### src/eeprom_pkg.sv
`default_nettype none
package eeprom_pkg;

  // ----------------------------------------------------------------
  // Timing
  // ----------------------------------------------------------------
  localparam int          CLK_PERIOD_NS   = 20;
  localparam int          CS_LOW_MIN_NS   = 250;
  // A least time rounds up to whole clock cycles.
  localparam logic [3:0]  CS_LOW_CYCLES   = 4'((CS_LOW_MIN_NS + CLK_PERIOD_NS - 1) / CLK_PERIOD_NS);
  localparam int          PROG_TIME_US    = 4;
  localparam int          PROG_CYCLES     = (PROG_TIME_US * 1000) / CLK_PERIOD_NS;
  localparam int          BUSY_CNT_W      = 18;

  // ----------------------------------------------------------------
  // Word store and frame layout
  // ----------------------------------------------------------------
  localparam int          WORD_W          = 16;
  localparam int          LANE_W          = 8;
  localparam int          LANES           = 2;
  localparam int          MEM_AW          = 6;
  localparam int          MEM_DEPTH       = 64;
  localparam int          ADDR_W          = 7;
  localparam logic [4:0]  OPCODE_LAST     = 5'h01;
  localparam logic [4:0]  ADDR_BITS_X16   = 5'h06;
  localparam logic [4:0]  ADDR_BITS_X8    = 5'h07;
  localparam logic [4:0]  DATA_BITS_X16   = 5'h10;
  localparam logic [4:0]  DATA_BITS_X8    = 5'h08;
  localparam logic [15:0] ERASED_WORD     = 16'hFFFF;
  localparam logic [15:0] WORD_RESET      = 16'h0000;

  // ----------------------------------------------------------------
  // Opcodes and states
  // ----------------------------------------------------------------
  localparam logic [1:0]  OP_WRITE        = 2'h1;
  localparam logic [1:0]  OP_READ         = 2'h2;
  localparam logic [1:0]  OP_ERASE        = 2'h3;

  typedef enum logic [2:0] {
    ST_IDLE   = 3'h0,
    ST_OPCODE = 3'h1,
    ST_ADDR   = 3'h2,
    ST_DATA   = 3'h3,
    ST_READ   = 3'h4,
    ST_DONE   = 3'h5
  } ser_state_t;

endpackage : eeprom_pkg
`default_nettype wire

### src/word_port_if.sv
`timescale 1ns/10ps
`default_nettype none
interface word_port_if;
  import eeprom_pkg::*;
  logic [MEM_AW-1:0] addr;
  logic [WORD_W-1:0] wdata;
  logic [LANES-1:0]  wr_en;
  logic [WORD_W-1:0] rdata;
  modport ctrl  (output addr, output wdata, output wr_en, input rdata);
  modport store (input addr, input wdata, input wr_en, output rdata);
endinterface : word_port_if
`default_nettype wire

### src/eeprom_serial_port.sv
`timescale 1ns/10ps
`default_nettype none
module eeprom_serial_port
  import eeprom_pkg::*;
#(
  parameter int unsigned PROG_CYCLES_P = PROG_CYCLES
) (
  // Clock and reset
  input  wire logic  ref_clk,
  input  wire logic  reset_n,
  input  wire logic  clk_en,
  // Serial pins
  input  wire logic  chip_sel,
  input  wire logic  serial_clk,
  input  wire logic  serial_in_line,
  input  wire logic  word_width_strap,
  output var  logic  serial_out,
  output var  logic  serial_out_oe
);

  // ----------------------------------------------------------------
  // Pin edges
  // ----------------------------------------------------------------
  ser_state_t            state_reg;
  logic                  sclk_prev_reg;
  logic                  cs_prev_reg;
  logic [3:0]            cs_low_cnt_reg;
  logic [1:0]            opcode_reg;
  logic [ADDR_W-1:0]     addr_reg;
  logic [WORD_W-1:0]     shift_reg;
  logic [4:0]            bit_cnt_reg;
  logic                  prog_pending_reg;
  logic                  busy_reg;
  logic [BUSY_CNT_W-1:0] busy_cnt_reg;
  logic                  status_show_reg;
  logic                  rd_bit_reg;
  logic                  rd_oe_reg;
  logic [MEM_AW-1:0]     mem_addr_reg;
  logic [WORD_W-1:0]     mem_wdata_reg;
  logic [LANES-1:0]      mem_wr_reg;
  logic                  sclk_rise;
  logic                  cs_fall;
  logic                  cs_rise;
  logic                  wide;
  logic [4:0]            addr_last;
  logic [4:0]            data_last;
  logic [WORD_W-1:0]     rd_word;
  logic                  cs_low_ok;

  word_port_if mem ();

  word_store u_store (
    .ref_clk (ref_clk),
    .reset_n (reset_n),
    .clk_en  (clk_en),
    .port    (mem.store)
  );

  assign sclk_rise = serial_clk & ~sclk_prev_reg;
  assign cs_fall   = ~chip_sel & cs_prev_reg;
  assign cs_rise   = chip_sel & ~cs_prev_reg;
  assign wide      = word_width_strap;
  assign addr_last = wide ? ADDR_BITS_X16 - 5'h01 : ADDR_BITS_X8 - 5'h01;
  assign data_last = wide ? DATA_BITS_X16 - 5'h01 : DATA_BITS_X8 - 5'h01;
  assign cs_low_ok = cs_low_cnt_reg >= CS_LOW_CYCLES;
  // Eight-bit words sit left-aligned so that the shift path is shared.
  assign rd_word   = wide ? mem.rdata : (addr_reg[0] ? {mem.rdata[15:8], 8'h00} : {mem.rdata[7:0], 8'h00});

  always_ff @(posedge ref_clk or negedge reset_n) begin
    if (!reset_n) begin
      sclk_prev_reg <= 1'b0;
      cs_prev_reg   <= 1'b0;
    end else if (clk_en) begin
      sclk_prev_reg <= serial_clk;
      cs_prev_reg   <= chip_sel;
    end
  end

  // Counts the deselect time; it is read on the rising edge of select.
  always_ff @(posedge ref_clk or negedge reset_n) begin
    if (!reset_n) begin
      cs_low_cnt_reg <= 4'h0;
    end else if (clk_en) begin
      if (chip_sel) begin
        cs_low_cnt_reg <= 4'h0;
      end else if (!cs_low_ok) begin
        cs_low_cnt_reg <= cs_low_cnt_reg + 4'h1;
      end
    end
  end

  // ----------------------------------------------------------------
  // Instruction sequencer
  // ----------------------------------------------------------------
  always_ff @(posedge ref_clk or negedge reset_n) begin
    if (!reset_n) begin
      state_reg   <= ST_IDLE;
      opcode_reg  <= 2'h0;
      addr_reg    <= '0;
      shift_reg   <= WORD_RESET;
      bit_cnt_reg <= 5'h00;
      rd_bit_reg  <= 1'b0;
      rd_oe_reg   <= 1'b0;
    end else if (clk_en) begin
      if (!chip_sel) begin
        state_reg <= ST_IDLE;
        rd_oe_reg <= 1'b0;
      end else if (sclk_rise) begin
        unique case (state_reg)
          ST_IDLE: begin
            // A new instruction waits until programming has finished.
            if (serial_in_line && !busy_reg) begin
              state_reg   <= ST_OPCODE;
              bit_cnt_reg <= 5'h00;
            end
          end
          ST_OPCODE: begin
            opcode_reg  <= {opcode_reg[0], serial_in_line};
            bit_cnt_reg <= bit_cnt_reg + 5'h01;
            if (bit_cnt_reg == OPCODE_LAST) begin
              state_reg   <= ST_ADDR;
              bit_cnt_reg <= 5'h00;
            end
          end
          ST_ADDR: begin
            addr_reg    <= wide ? {1'b0, addr_reg[4:0], serial_in_line} : {addr_reg[5:0], serial_in_line};
            bit_cnt_reg <= bit_cnt_reg + 5'h01;
            if (bit_cnt_reg == addr_last) begin
              bit_cnt_reg <= 5'h00;
              if (opcode_reg == OP_READ) begin
                state_reg  <= ST_READ;
                rd_bit_reg <= 1'b0;
                rd_oe_reg  <= 1'b1;
              end else if (opcode_reg == OP_WRITE) begin
                state_reg <= ST_DATA;
              end else begin
                state_reg <= ST_DONE;
              end
            end
          end
          ST_DATA: begin
            shift_reg   <= {shift_reg[14:0], serial_in_line};
            bit_cnt_reg <= bit_cnt_reg + 5'h01;
            if (bit_cnt_reg == data_last) begin
              state_reg <= ST_DONE;
            end
          end
          ST_READ: begin
            if (bit_cnt_reg == 5'h00) begin
              rd_bit_reg <= rd_word[15];
              shift_reg  <= {rd_word[14:0], 1'b0};
            end else begin
              rd_bit_reg <= shift_reg[15];
              shift_reg  <= {shift_reg[14:0], 1'b0};
            end
            bit_cnt_reg <= bit_cnt_reg + 5'h01;
            // Select held high rolls on to the next word.
            if (bit_cnt_reg == data_last) begin
              bit_cnt_reg <= 5'h00;
              addr_reg    <= wide ? {1'b0, addr_reg[5:0] + 6'h01} : addr_reg + 7'h01;
            end
          end
          ST_DONE: begin
            state_reg <= ST_DONE;
          end
        endcase
      end
    end
  end

  // ----------------------------------------------------------------
  // Programming launch and busy timer
  // ----------------------------------------------------------------
  always_ff @(posedge ref_clk or negedge reset_n) begin
    if (!reset_n) begin
      prog_pending_reg <= 1'b0;
    end else if (clk_en) begin
      if (cs_fall) begin
        prog_pending_reg <= 1'b0;
      end else if (chip_sel && sclk_rise && state_reg == ST_ADDR && bit_cnt_reg == addr_last) begin
        prog_pending_reg <= opcode_reg == OP_ERASE;
      end else if (chip_sel && sclk_rise && state_reg == ST_DATA && bit_cnt_reg == data_last) begin
        prog_pending_reg <= 1'b1;
      end
    end
  end

  always_ff @(posedge ref_clk or negedge reset_n) begin
    if (!reset_n) begin
      busy_reg     <= 1'b0;
      busy_cnt_reg <= '0;
    end else if (clk_en) begin
      if (cs_fall && prog_pending_reg) begin
        busy_reg     <= 1'b1;
        busy_cnt_reg <= BUSY_CNT_W'(PROG_CYCLES_P - 1);
      end else if (busy_reg) begin
        if (busy_cnt_reg == '0) begin
          busy_reg <= 1'b0;
        end else begin
          busy_cnt_reg <= busy_cnt_reg - BUSY_CNT_W'(1);
        end
      end
    end
  end

  // The array is written at launch; the busy time only models the self-timed cycle.
  always_ff @(posedge ref_clk or negedge reset_n) begin
    if (!reset_n) begin
      mem_wr_reg    <= '0;
      mem_wdata_reg <= WORD_RESET;
      mem_addr_reg  <= '0;
    end else if (clk_en) begin
      mem_wr_reg   <= '0;
      mem_addr_reg <= wide ? addr_reg[5:0] : addr_reg[6:1];
      if (cs_fall && prog_pending_reg) begin
        mem_wr_reg    <= wide ? 2'h3 : (addr_reg[0] ? 2'h2 : 2'h1);
        mem_wdata_reg <= opcode_reg == OP_ERASE ? ERASED_WORD :
                         (wide ? shift_reg : {shift_reg[7:0], shift_reg[7:0]});
      end
    end
  end

  assign mem.addr  = mem_addr_reg;
  assign mem.wdata = mem_wdata_reg;
  assign mem.wr_en = mem_wr_reg;

  // ----------------------------------------------------------------
  // Output pin
  // ----------------------------------------------------------------
  always_ff @(posedge ref_clk or negedge reset_n) begin
    if (!reset_n) begin
      status_show_reg <= 1'b0;
    end else if (clk_en) begin
      if (!chip_sel) begin
        status_show_reg <= 1'b0;
      end else if (cs_rise && cs_low_ok && busy_reg) begin
        status_show_reg <= 1'b1;
      end else if (sclk_rise && state_reg == ST_IDLE && serial_in_line && !busy_reg) begin
        status_show_reg <= 1'b0;
      end
    end
  end

  // One more register stage keeps the pin straight off a flip-flop.
  always_ff @(posedge ref_clk or negedge reset_n) begin
    if (!reset_n) begin
      serial_out    <= 1'b0;
      serial_out_oe <= 1'b0;
    end else if (clk_en) begin
      serial_out    <= status_show_reg ? ~busy_reg : rd_bit_reg;
      serial_out_oe <= chip_sel & (status_show_reg | rd_oe_reg);
    end
  end
endmodule : eeprom_serial_port
`default_nettype wire

### src/word_store.sv
`timescale 1ns/10ps
`default_nettype none
module word_store
  import eeprom_pkg::*;
(
  // Clock and reset
  input  wire logic   ref_clk,
  input  wire logic   reset_n,
  input  wire logic   clk_en,
  // Word port
  word_port_if.store  port
);

  logic [WORD_W-1:0] rdata_reg;
  logic [WORD_W-1:0] rdata_next;

  // Each byte lane is an array of its own, so a narrow write leaves the other lane alone.
  for (genvar lane = 0; lane < LANES; lane++) begin : g_lane
    logic [LANE_W-1:0] lane_mem [MEM_DEPTH];

    always_ff @(posedge ref_clk) begin
      if (clk_en && port.wr_en[lane]) begin
        lane_mem[port.addr] <= port.wdata[lane*LANE_W +: LANE_W];
      end
    end

    assign rdata_next[lane*LANE_W +: LANE_W] = lane_mem[port.addr];
  end

  // Read data always comes out of a register, one cycle after the address.
  always_ff @(posedge ref_clk or negedge reset_n) begin
    if (!reset_n) begin
      rdata_reg <= WORD_RESET;
    end else if (clk_en) begin
      rdata_reg <= rdata_next;
    end
  end

  assign port.rdata = rdata_reg;

endmodule : word_store
`default_nettype wire

### config.mk
export PLATFORM = sky130hd
export DESIGN_NAME = eeprom_serial_port
export DESIGN_NICKNAME = d
export VERILOG_FILES = /design/src/eeprom_pkg.sv /design/src/word_port_if.sv /design/src/eeprom_serial_port.sv /design/src/word_store.sv
export SDC_FILE = /design/constraint.sdc
export NUM_CORES = 1
export LEC_CHECK = 0
export BUFFER_PORTS_ARGS = -buffer_cell sky130_fd_sc_hd__buf_2
export CAP_MARGIN = 20
export CORE_MARGIN = 2
export CORE_UTILIZATION = 45
export CTS_BUF_LIST = sky130_fd_sc_hd__clkbuf_16
export CTS_CLUSTER_SIZE = 20
export DETAILED_ROUTE_END_ITERATION = 16
export PLACE_DENSITY = 0.63
export SLEW_MARGIN = 10
export SYNTH_ARGS = -nofsm -noshare
export SYNTH_HDL_FRONTEND = slang
export SYNTH_SLANG_ARGS = --single-unit
### constraint.sdc
create_clock -name ref_clk -period 5.55 [get_ports ref_clk]
set_clock_uncertainty 0.05 [all_clocks]
set_input_delay 1.11 -clock ref_clk [delete_from_list [all_inputs] [get_ports ref_clk]]
set_output_delay 1.11 -clock ref_clk [all_outputs]
set_load 0.1 [all_outputs]
# After elaboration in Yosys (flattened, before gate mapping)
# Memory sizes are Yosys's and may differ from the RTL's. A register that Yosys moved wholly into a read port is not among the register bits.
# Index checks and enable logic that the tools add are counted.
dict set report totals {
  reg_bits 88
  ram_bits 1024
  word_cells 158
  mem_count 2
}
dict set report op_classes {
  n_addsub 5
  magnitude_cmp 1
  n_eq_ne 27
  n_mux 58
  bitwise_logic 9
  reduce_logical 37
}
# name depth width read_ports rd_clocked_by_memory_dff wr line_no
set memory_table {}
lappend memory_table {{u_store.g_lane[0].lane_mem} 64 8 1 1 1 word_store.sv:19} ;# logic [LANE_W-1:0] lane_mem [MEM_DEPTH];
lappend memory_table {{u_store.g_lane[1].lane_mem} 64 8 1 1 1 word_store.sv:19}
# operator count
set ops {}
lappend ops {{two-way mux 16 bit} 5}
lappend ops {{two-way mux 18 bit} 3}
lappend ops {{one-hot mux 16 bit (2 select lines)} 1}
lappend ops {{one-hot mux 5 bit (5 select lines)} 1}
lappend ops {{two-way mux 3 bit} 8}
lappend ops {{two-way mux 1 bit} 22}
lappend ops {{two-way mux 7 bit} 3}
lappend ops {{two-way mux 5 bit} 4}
lappend ops {{zero test 18 bit} 1}
lappend ops {{subtractor 18 x 1 -> 18 bit, second input constant} 1}
lappend ops {{one-hot mux 3 bit (5 select lines)} 1}
lappend ops {{AND reduction 5 bit} 3}
lappend ops {{logical AND 1 bit} 14}
lappend ops {{one-hot mux 7 bit (2 select lines)} 1}
lappend ops {{two-way mux 4 bit} 3}
lappend ops {{!= test 2 bit, second input constant} 6}
lappend ops {{!= test 3 bit, second input constant} 3}
lappend ops {{two-way mux 2 bit} 4}
lappend ops {{!= test 2 x 1 -> 1 bit, second input constant} 4}
lappend ops {{AND reduction 2 bit} 4}
lappend ops {{AND reduction 4 bit} 2}
lappend ops {{adder 7 x 1 -> 7 bit, second input constant} 1}
lappend ops {{AND reduction 7 bit} 1}
lappend ops {{adder 6 x 1 -> 6 bit, second input constant} 1}
lappend ops {{27 further kinds} 40}

# Depth between registers and ports, before layout
# Gate-level depths: netlist of run 1.
dict set report logic_depth {
  ltp_word 8
  ltp_mapped 11
}

# Hierarchy
# From an unflattened synthesis of run 1, not the netlist that was laid out.
dict set report unflattened {
  hier_cells 2792
  area_unflattened_um2 45458.6
}
# module instances cells_per_inst area_each_um2 seq_area_each_um2
set by_module_without_submodules {}
lappend by_module_without_submodules {word_store 1 2231 40526.4 31149.9}
lappend by_module_without_submodules {eeprom_serial_port 1 561 4932.2 2202.1}

# Least setup slack after synthesis of run 1
# OpenSTA, ideal clock, no wires.
dict set report synth_timing {
  path_kind {in2reg}
  startpoint {input clk_en}
  endpoint {register addr_reg[2]}
  setup_ns 0.080
  arrival_time_ns 2.737
  required_time_ns 5.420
  setup_slack_ns 2.683
  stages 8
  path_buffers 2
  cell_sequence {clkbuf_2 > inv_1 > nor3b_1 > nand2_1 > a211oi_2 > buf_2 > o21a_1 > a2bb2oi_1}
}
dict set report synth_via {
  elab_chain_len 1
}
# item line_no
set synth_rtl {}
lappend synth_rtl {{start, declared} eeprom_serial_port.sv:11} ;# input wire logic clk_en,
lappend synth_rtl {{AND reduction 5 bit (no line)} --}
lappend synth_rtl {{end signal, assigned} eeprom_serial_port.sv:126} ;# addr_reg <= wide ? {1'b0, addr_reg[4:0], serial_in_line} : {addr_reg[5:0], serial_in_line};
lappend synth_rtl {{end signal, assigned} eeprom_serial_port.sv:160} ;# addr_reg <= wide ? {1'b0, addr_reg[5:0] + 6'h01} : addr_reg + 7'h01;
lappend synth_rtl {{end, declared} eeprom_serial_port.sv:29} ;# logic [ADDR_W-1:0] addr_reg;
# Every way passes these cells.
# A chain may end at the register's enable or synchronous reset.

# Final worst setup path of run 1
dict set report layout_timing {
  startpoint {register mem_addr_reg[0], in the netlist mem.addr[0]}
  endpoint {memory u_store.g_lane[1].lane_mem[6][6], enable pin}
}
# item line_no
set layout_rtl {}
lappend layout_rtl {{start, declared} eeprom_serial_port.sv:38} ;# logic [MEM_AW-1:0] mem_addr_reg;
lappend layout_rtl {{start signal, assigned} eeprom_serial_port.sv:214} ;# mem_addr_reg <= wide ? addr_reg[5:0] : addr_reg[6:1];
lappend layout_rtl {{end, declared} word_store.sv:19}
# Straight into the memory's write port.

==> results.toml, run 1 <==
[synthesis]
synth_seq_cells = 1128
synth_area_leader_cell = "edfxtp_1"
syn-num-nets = 2826
synth_top_family_by_area = "compound AO/OA/AOI/OAI gates"
yosysSeqAreaShare = 0.739
synth-edff-count = 1024
synth_xor_area_frac = 0.00330
ys_types = 77
async_flop_share = 0.0922
synthAdderAreaFrac = 0.00222
syn-cell-area_um2 = 45100
ys_top_cells_by_count = "edfxtp_1, nor2_1, nand2_1, mux2i_1, a21oi_1"
yosysTopAreaCellShare = 0.681
synth_area_leaders = "edfxtp_1, dfrtp_1, mux4_2"
synth_compound_area_frac = 0.0989
synthMuxAreaShare = 0.0820
synthCells = 2811
ys_warn_count = 0
synth-main-ff-cell = "edfxtp_1"
syn_area_per_cell_um2 = 16.1
synth_simple_gate_area_frac = 0.0539
synth_most_common_cell = "edfxtp_1"

[global_routing]
grt_pass1_wl_mm = 187
track_usage = 0.250
grt_pass1_vias = 26400
grt.overflow.total = 0
grt_max_degree = 73
antenna_found_initial = 2

[setup_path]
cp.arrival_ns = 4.18
worstPathRequired_ns = 5.80
worstSetupEndpointType = "register"
r2r_start = "mem.addr[0]$_DFFE_PN0P_"
start_kind = "register"
startpoint = "mem.addr[0]$_DFFE_PN0P_"
reg2reg_depth = 4
rrSetupSlack_ns = 1.62
regToRegEndpoint = "u_store.g_lane[1].lane_mem[6][6]$_DFFE_PP_"
critPathKind = "register to register"
path_max_fanout = 47

[floorplanning]
start_util = 0.453
rows = 116
ios = 9
die_w_um = 321
fp.dieH_um = 321
core_um2 = 99700
dieArea_um2 = 103000

[placement]
port_buffers = 8
gp_congestion = 0.932
dp_cells = 4004
dp_hpwl_mm = 78.4

[clock_tree]
holdBufCountCts = 0
clk_pin_slew_ns = 0.06
htree_levels = 3
post_cts_buffers = 0
numCtsBuffers = 110
clk_latency_ns = 0.71
clockRootBuffer = "clkbuf_16"
cts_tree = "done"
clock_path_buffers = 3
clock_sinks = 1128
cts_resized = 0

[routing]
wl_mm = 130
ant_nets = 0
drt-pass1-iter-count = 6
route.vias.total = 27100
drc = 0
wl_per_cell_um = 30.8
detail_route.iter0.violations = 3669
vias_per_cell = 6.43

[pwr]
ir_drop_mv = 0.287
power_density_nw_per_um2 = 363
total_leakage_power_nw = 14.0

[timing]
grt_setup_unrepaired = "no"
max_freq_mhz = 254
setup_viol = 0
worstMarginPinSlew_ns = 1.06
slew_headroom = 0.290
hold_viol = 0
slew_viol_final = 0
timing.final.crit_share = 0.708
finalCriticalPeriod_ns = 3.93
fin_tns_setup_ns = 0

[flow_run]
maxCapViolCount = 0

[final_layout]
area_growth_pct = 11.3
multi_input_area_um2 = 10900
area.sequential_um2 = 33400
nets = 2833
drive_above_1_share = 0.152
layout.cells.non_filler = 4212
largest_reg_flops = 1024
n_fill_cell = 8093

[min_path]
hold_path_class = "register to register"
worstHoldStart = "cs_prev_reg$_DFFE_PN0P_"
whs_path_depth = 1
hold_path_end = "status_show_reg$_DFFE_PN0P_"

[status]
run_status = "completed"
## worst max path at each step
| stage | slack, ns | endpoint | cells past startpoint |
|---|---|---|---|
| 2_1_floorplan | 2.68 | addr_reg[2]$_DFFE_PN0P_ | 8 |
| 3_3_place_gp | 1.75 | u_store.g_lane[1].lane_mem[1][1]$_DFFE_PP_ | 5 |
| 6_report | 1.62 | u_store.g_lane[1].lane_mem[6][6]$_DFFE_PP_ | 4 |
| 3_5_place_dp | 1.68 | addr_reg[4]$_DFFE_PN0P_ | 7 |
| 4_1_cts | 1.64 | u_store.g_lane[1].lane_mem[6][1]$_DFFE_PP_ | 4 |
| 5_1_grt | 1.59 | u_store.g_lane[1].lane_mem[6][1]$_DFFE_PP_ | 4 |
## through the flow
stage | hold WS (ns) | setup slack, ns | area [um2] | power (mW) | utilization
2_1_floorplan | 0.396 | 2.68 | 45100 | 10.4 | -
3_3_place_gp | 0.423 | 1.75 | 46600 | 10.8 | 0.468
3_5_place_dp | 0.430 | 1.68 | 46600 | 10.9 | 0.468
4_1_cts | 0.443 | 1.64 | 50300 | 18.3 | 0.504
5_1_grt | 0.464 | 1.59 | 50300 | 18.7 | 0.504
6_report | 0.434 | 1.62 | 50300 | 18.3 | 0.504
## layer usage
layer	up-vias	track usage	part of all wire
met2	1735	0.380	0.45
met5	-	0	0
li1	11200	-	-
met1	13800	0.345	0.39
met4	0	0.111	0.049
met3	327	0.0601	0.11
## layout make-up
type	count	area share
antenna	1	0.0000498
clock buffer	112	0.0558
clock inverter	95	0.0166
inverter	21	0.00157
multi-input combinational	1472	0.217
sequential	1128	0.664
tap	1298	0.0323
timing repair buffer	85	0.0128
## power breakdown
part           switching (mW)  internal [mW]
clock network            3.28           4.24
registers               0.174           9.24
logic                   0.866          0.457
total                    4.32           13.9
## cell families (layout without fill, tap and decap cells)
family / after synthesis / after routing
buffers and inverters: 211 / 313
muxes: 275 / 275
and+or+nand+nor: 535 / 535
adders and majority gates: 8 / 8
other: 0 / 1
DFF: 1128 / 1128
AOI/OAI and AO/OA: 637 / 637
xor gates and xnor gates: 17 / 17
## critical path, cell delays in order, from the launching register on
cell     delay (ns)
dfrtp_4        0.76
buf_4          0.40
and3b_1        0.75
nand2_1        0.70
nor2_1         0.81
## layout by cell type, fill, tap and decap left out, types with 17 or more instances in the layout
cell type	synthesis	routed
nand3_1	29	29
a221o_1	25	25
nor2_1	245	242
edfxtp_1	1024	1024
mux2i_1	129	129
inv_1	20	38
a31oi_1	24	24
mux2_2	78	78
a221oi_1	83	83
clkbuf_16	0	112
buf_4	19	76
o2bb2ai_1	17	17
o21ai_0	108	108
clkinv_1	0	25
a22o_1	26	26
o22ai_1	54	54
nand2_1	137	137
a22oi_1	90	90
a21oi_1	110	110
mux4_2	68	68
dfrtp_1	104	85
No activity file was read; power rests on OpenSTA's default activity.
==> run 2: changes to the inputs <==
clock period = 3.7 ns   (was 5.55 ns; I/O delays follow)
==> results.toml, run 2 (same netlist as run 1, synthesis figures left out) <==
[status]
run_status = "completed"

[floorplanning]
core_um2 = 99700
fp.dieH_um = 321
rows = 116
die_w_um = 321
dieArea_um2 = 103000
ios = 9
start_util = 0.453

[global_routing]
track_usage = 0.259
antenna_found_initial = 3
grt_max_degree = 66
grt_pass1_vias = 27500
grt_pass1_wl_mm = 193
grt.overflow.total = 0

[pwr]
power_density_nw_per_um2 = 531
internal_power_mw = 21.2
seqPwrFrac = 0.510
p_sw_mw = 6.51
ir_drop_mv = 0.467
netSwitchingFraction = 0.235
total_leakage_power_nw = 15.2
clockPowerShare = 0.413
comb_power_share = 0.077

[setup_path]
path_cells = "nand2b_1 > nor2_1 > a2111oi_0 > buf_4 > o22ai_1 > nor4_1 > a31oi_1"
path_max_fanout = 33
crit_buf_inv = 1
start_kind = "register"
worstSetupEndpointType = "register"
rrSetupSlack_ns = 0.12
worstPathRequired_ns = 4.21
critPathMaxStageDelay_ns = 0.91
critPathKind = "register to register"
worst_path_max_delay_cell = "a2111oi_0"
critical_path.top_delay_family = "simple AND/OR/NAND/NOR gates"
cp.arrival_ns = 4.09

[routing]
wl_per_cell_um = 30.4
drc = 0
detail_route.iter0.violations = 4074
vias_per_cell = 6.33
wl_mm = 134
ant_nets = 0
route.vias.total = 28000
drt-pass1-iter-count = 6

[final_layout]
area.sequential_um2 = 33400
largest_reg_flops = 1024
layout.cells.non_filler = 4419
antenna_cells = 0
multi_input_area_um2 = 10900
area_growth_pct = 15.5
n_fill_cell = 7955
layout_common_cells = "edfxtp_1, buf_4, nor2_1"
nets = 3037
mostFrequentLayoutCell = "edfxtp_1"
drive_above_1_share = 0.209

[timing]
grt_setup_unrepaired = "no"
slew_viol_final = 0
timing.final.crit_share = 0.968
slew_headroom = 0.281
worstMarginPinSlew_ns = 1.08
fin_tns_setup_ns = 0
hold_viol = 0
finalCriticalPeriod_ns = 3.58
max_freq_mhz = 279
setup_viol = 0

[clock_tree]
holdBufCountCts = 1
clk_pin_slew_ns = 0.06
post_cts_buffers = 0
cts_resized = 0
clockRootBuffer = "clkbuf_16"
clk_latency_ns = 0.72
clock_path_buffers = 3
cts_tree = "done"
clock_sinks = 1128
numCtsBuffers = 112
htree_levels = 3

[placement]
dp_cells = 4204
dp_hpwl_mm = 86.2
port_buffers = 8
gp_congestion = 0.934

[flow_run]
maxCapViolCount = 0

[min_path]
hold_path_class = "primary input to register"
run 2: cell count changes in the layout (fill, tap and decap cells not counted), sizes merged:
cell	previous run	this run
buf	85	286
clkinv	45	55
clkinvlp	10	5
bufinv	12	14
diode	1	0
dlygate4sd3	0	1
inv	49	48
run 2: cell type report:
type,count,share of cell area
clock inverters,101,0.0179
repair buffers,287,0.0461
well taps,1298,0.0312
clock buffers,112,0.0538
flip-flops and latches,1128,0.640
inverters,21,0.00151
multi-input cells,1472,0.209
run 2: per-layer routing:
| metal | global-route usage | vias to the layer above | part of all wire |
|---|---|---|---|
| met5 | 0 | - | 0.00013 |
| met4 | 0.121 | 2 | 0.051 |
| met3 | 0.0589 | 339 | 0.11 |
| met2 | 0.400 | 1808 | 0.46 |
| met1 | 0.351 | 14200 | 0.38 |
| li1 | - | 11600 | - |
run 2: metrics by stage:
| stage | instance area [um2] | worst slack [ns] | hold WS, ns | utilization | total power, mW |
|---|---|---|---|---|---|
| final | 52100 | 0.119 | 0.267 | 0.523 | 27.7 |
| after global routing | 52100 | 0.0346 | 0.262 | 0.523 | 28.4 |
| after CTS | 52100 | 0.121 | 0.227 | 0.523 | 27.7 |
| after detailed placement | 48400 | 0.138 | 0.432 | 0.485 | 16.4 |
| after global placement | 48300 | 0.110 | 0.428 | 0.485 | 16.4 |
| after floorplan | 45100 | 1.17 | 0.394 | - | 15.5 |
run 2: final timing paths:
| path | start | to | depth (start not counted) |
|---|---|---|---|
| max in group asynchronous | reset_n | mem.addr[1]$_DFFE_PN0P_ | 3 |
| worst max-delay path | mem.addr[0]$_DFFE_PN0P_ | u_store.port.rdata[3]$_DFFE_PN0P_ | 7 |
| worst min register to register | cs_prev_reg$_DFFE_PN0P_ | status_show_reg$_DFFE_PN0P_ | 1 |
| worst min-delay path | serial_clk | sclk_prev_reg$_DFFE_PN0P_ | 2 |
| worst max register to register | mem.addr[0]$_DFFE_PN0P_ | u_store.port.rdata[3]$_DFFE_PN0P_ | 7 |
| min in group asynchronous | reset_n | bit_cnt_reg[0]$_DFFE_PN0P_ | 2 |
run 2: power by group through the flow:
stage | Clock [mW] | Combinational (mW) | Sequential, mW
2_1_floorplan | 0 | 1.30 | 14.3
3_3_place_gp | 0 | 2.05 | 14.3
3_5_place_dp | 0 | 2.08 | 14.4
4_1_cts | 11.6 | 2.09 | 14.1
5_1_grt | 12.0 | 2.24 | 14.1
6_report | 11.4 | 2.14 | 14.1
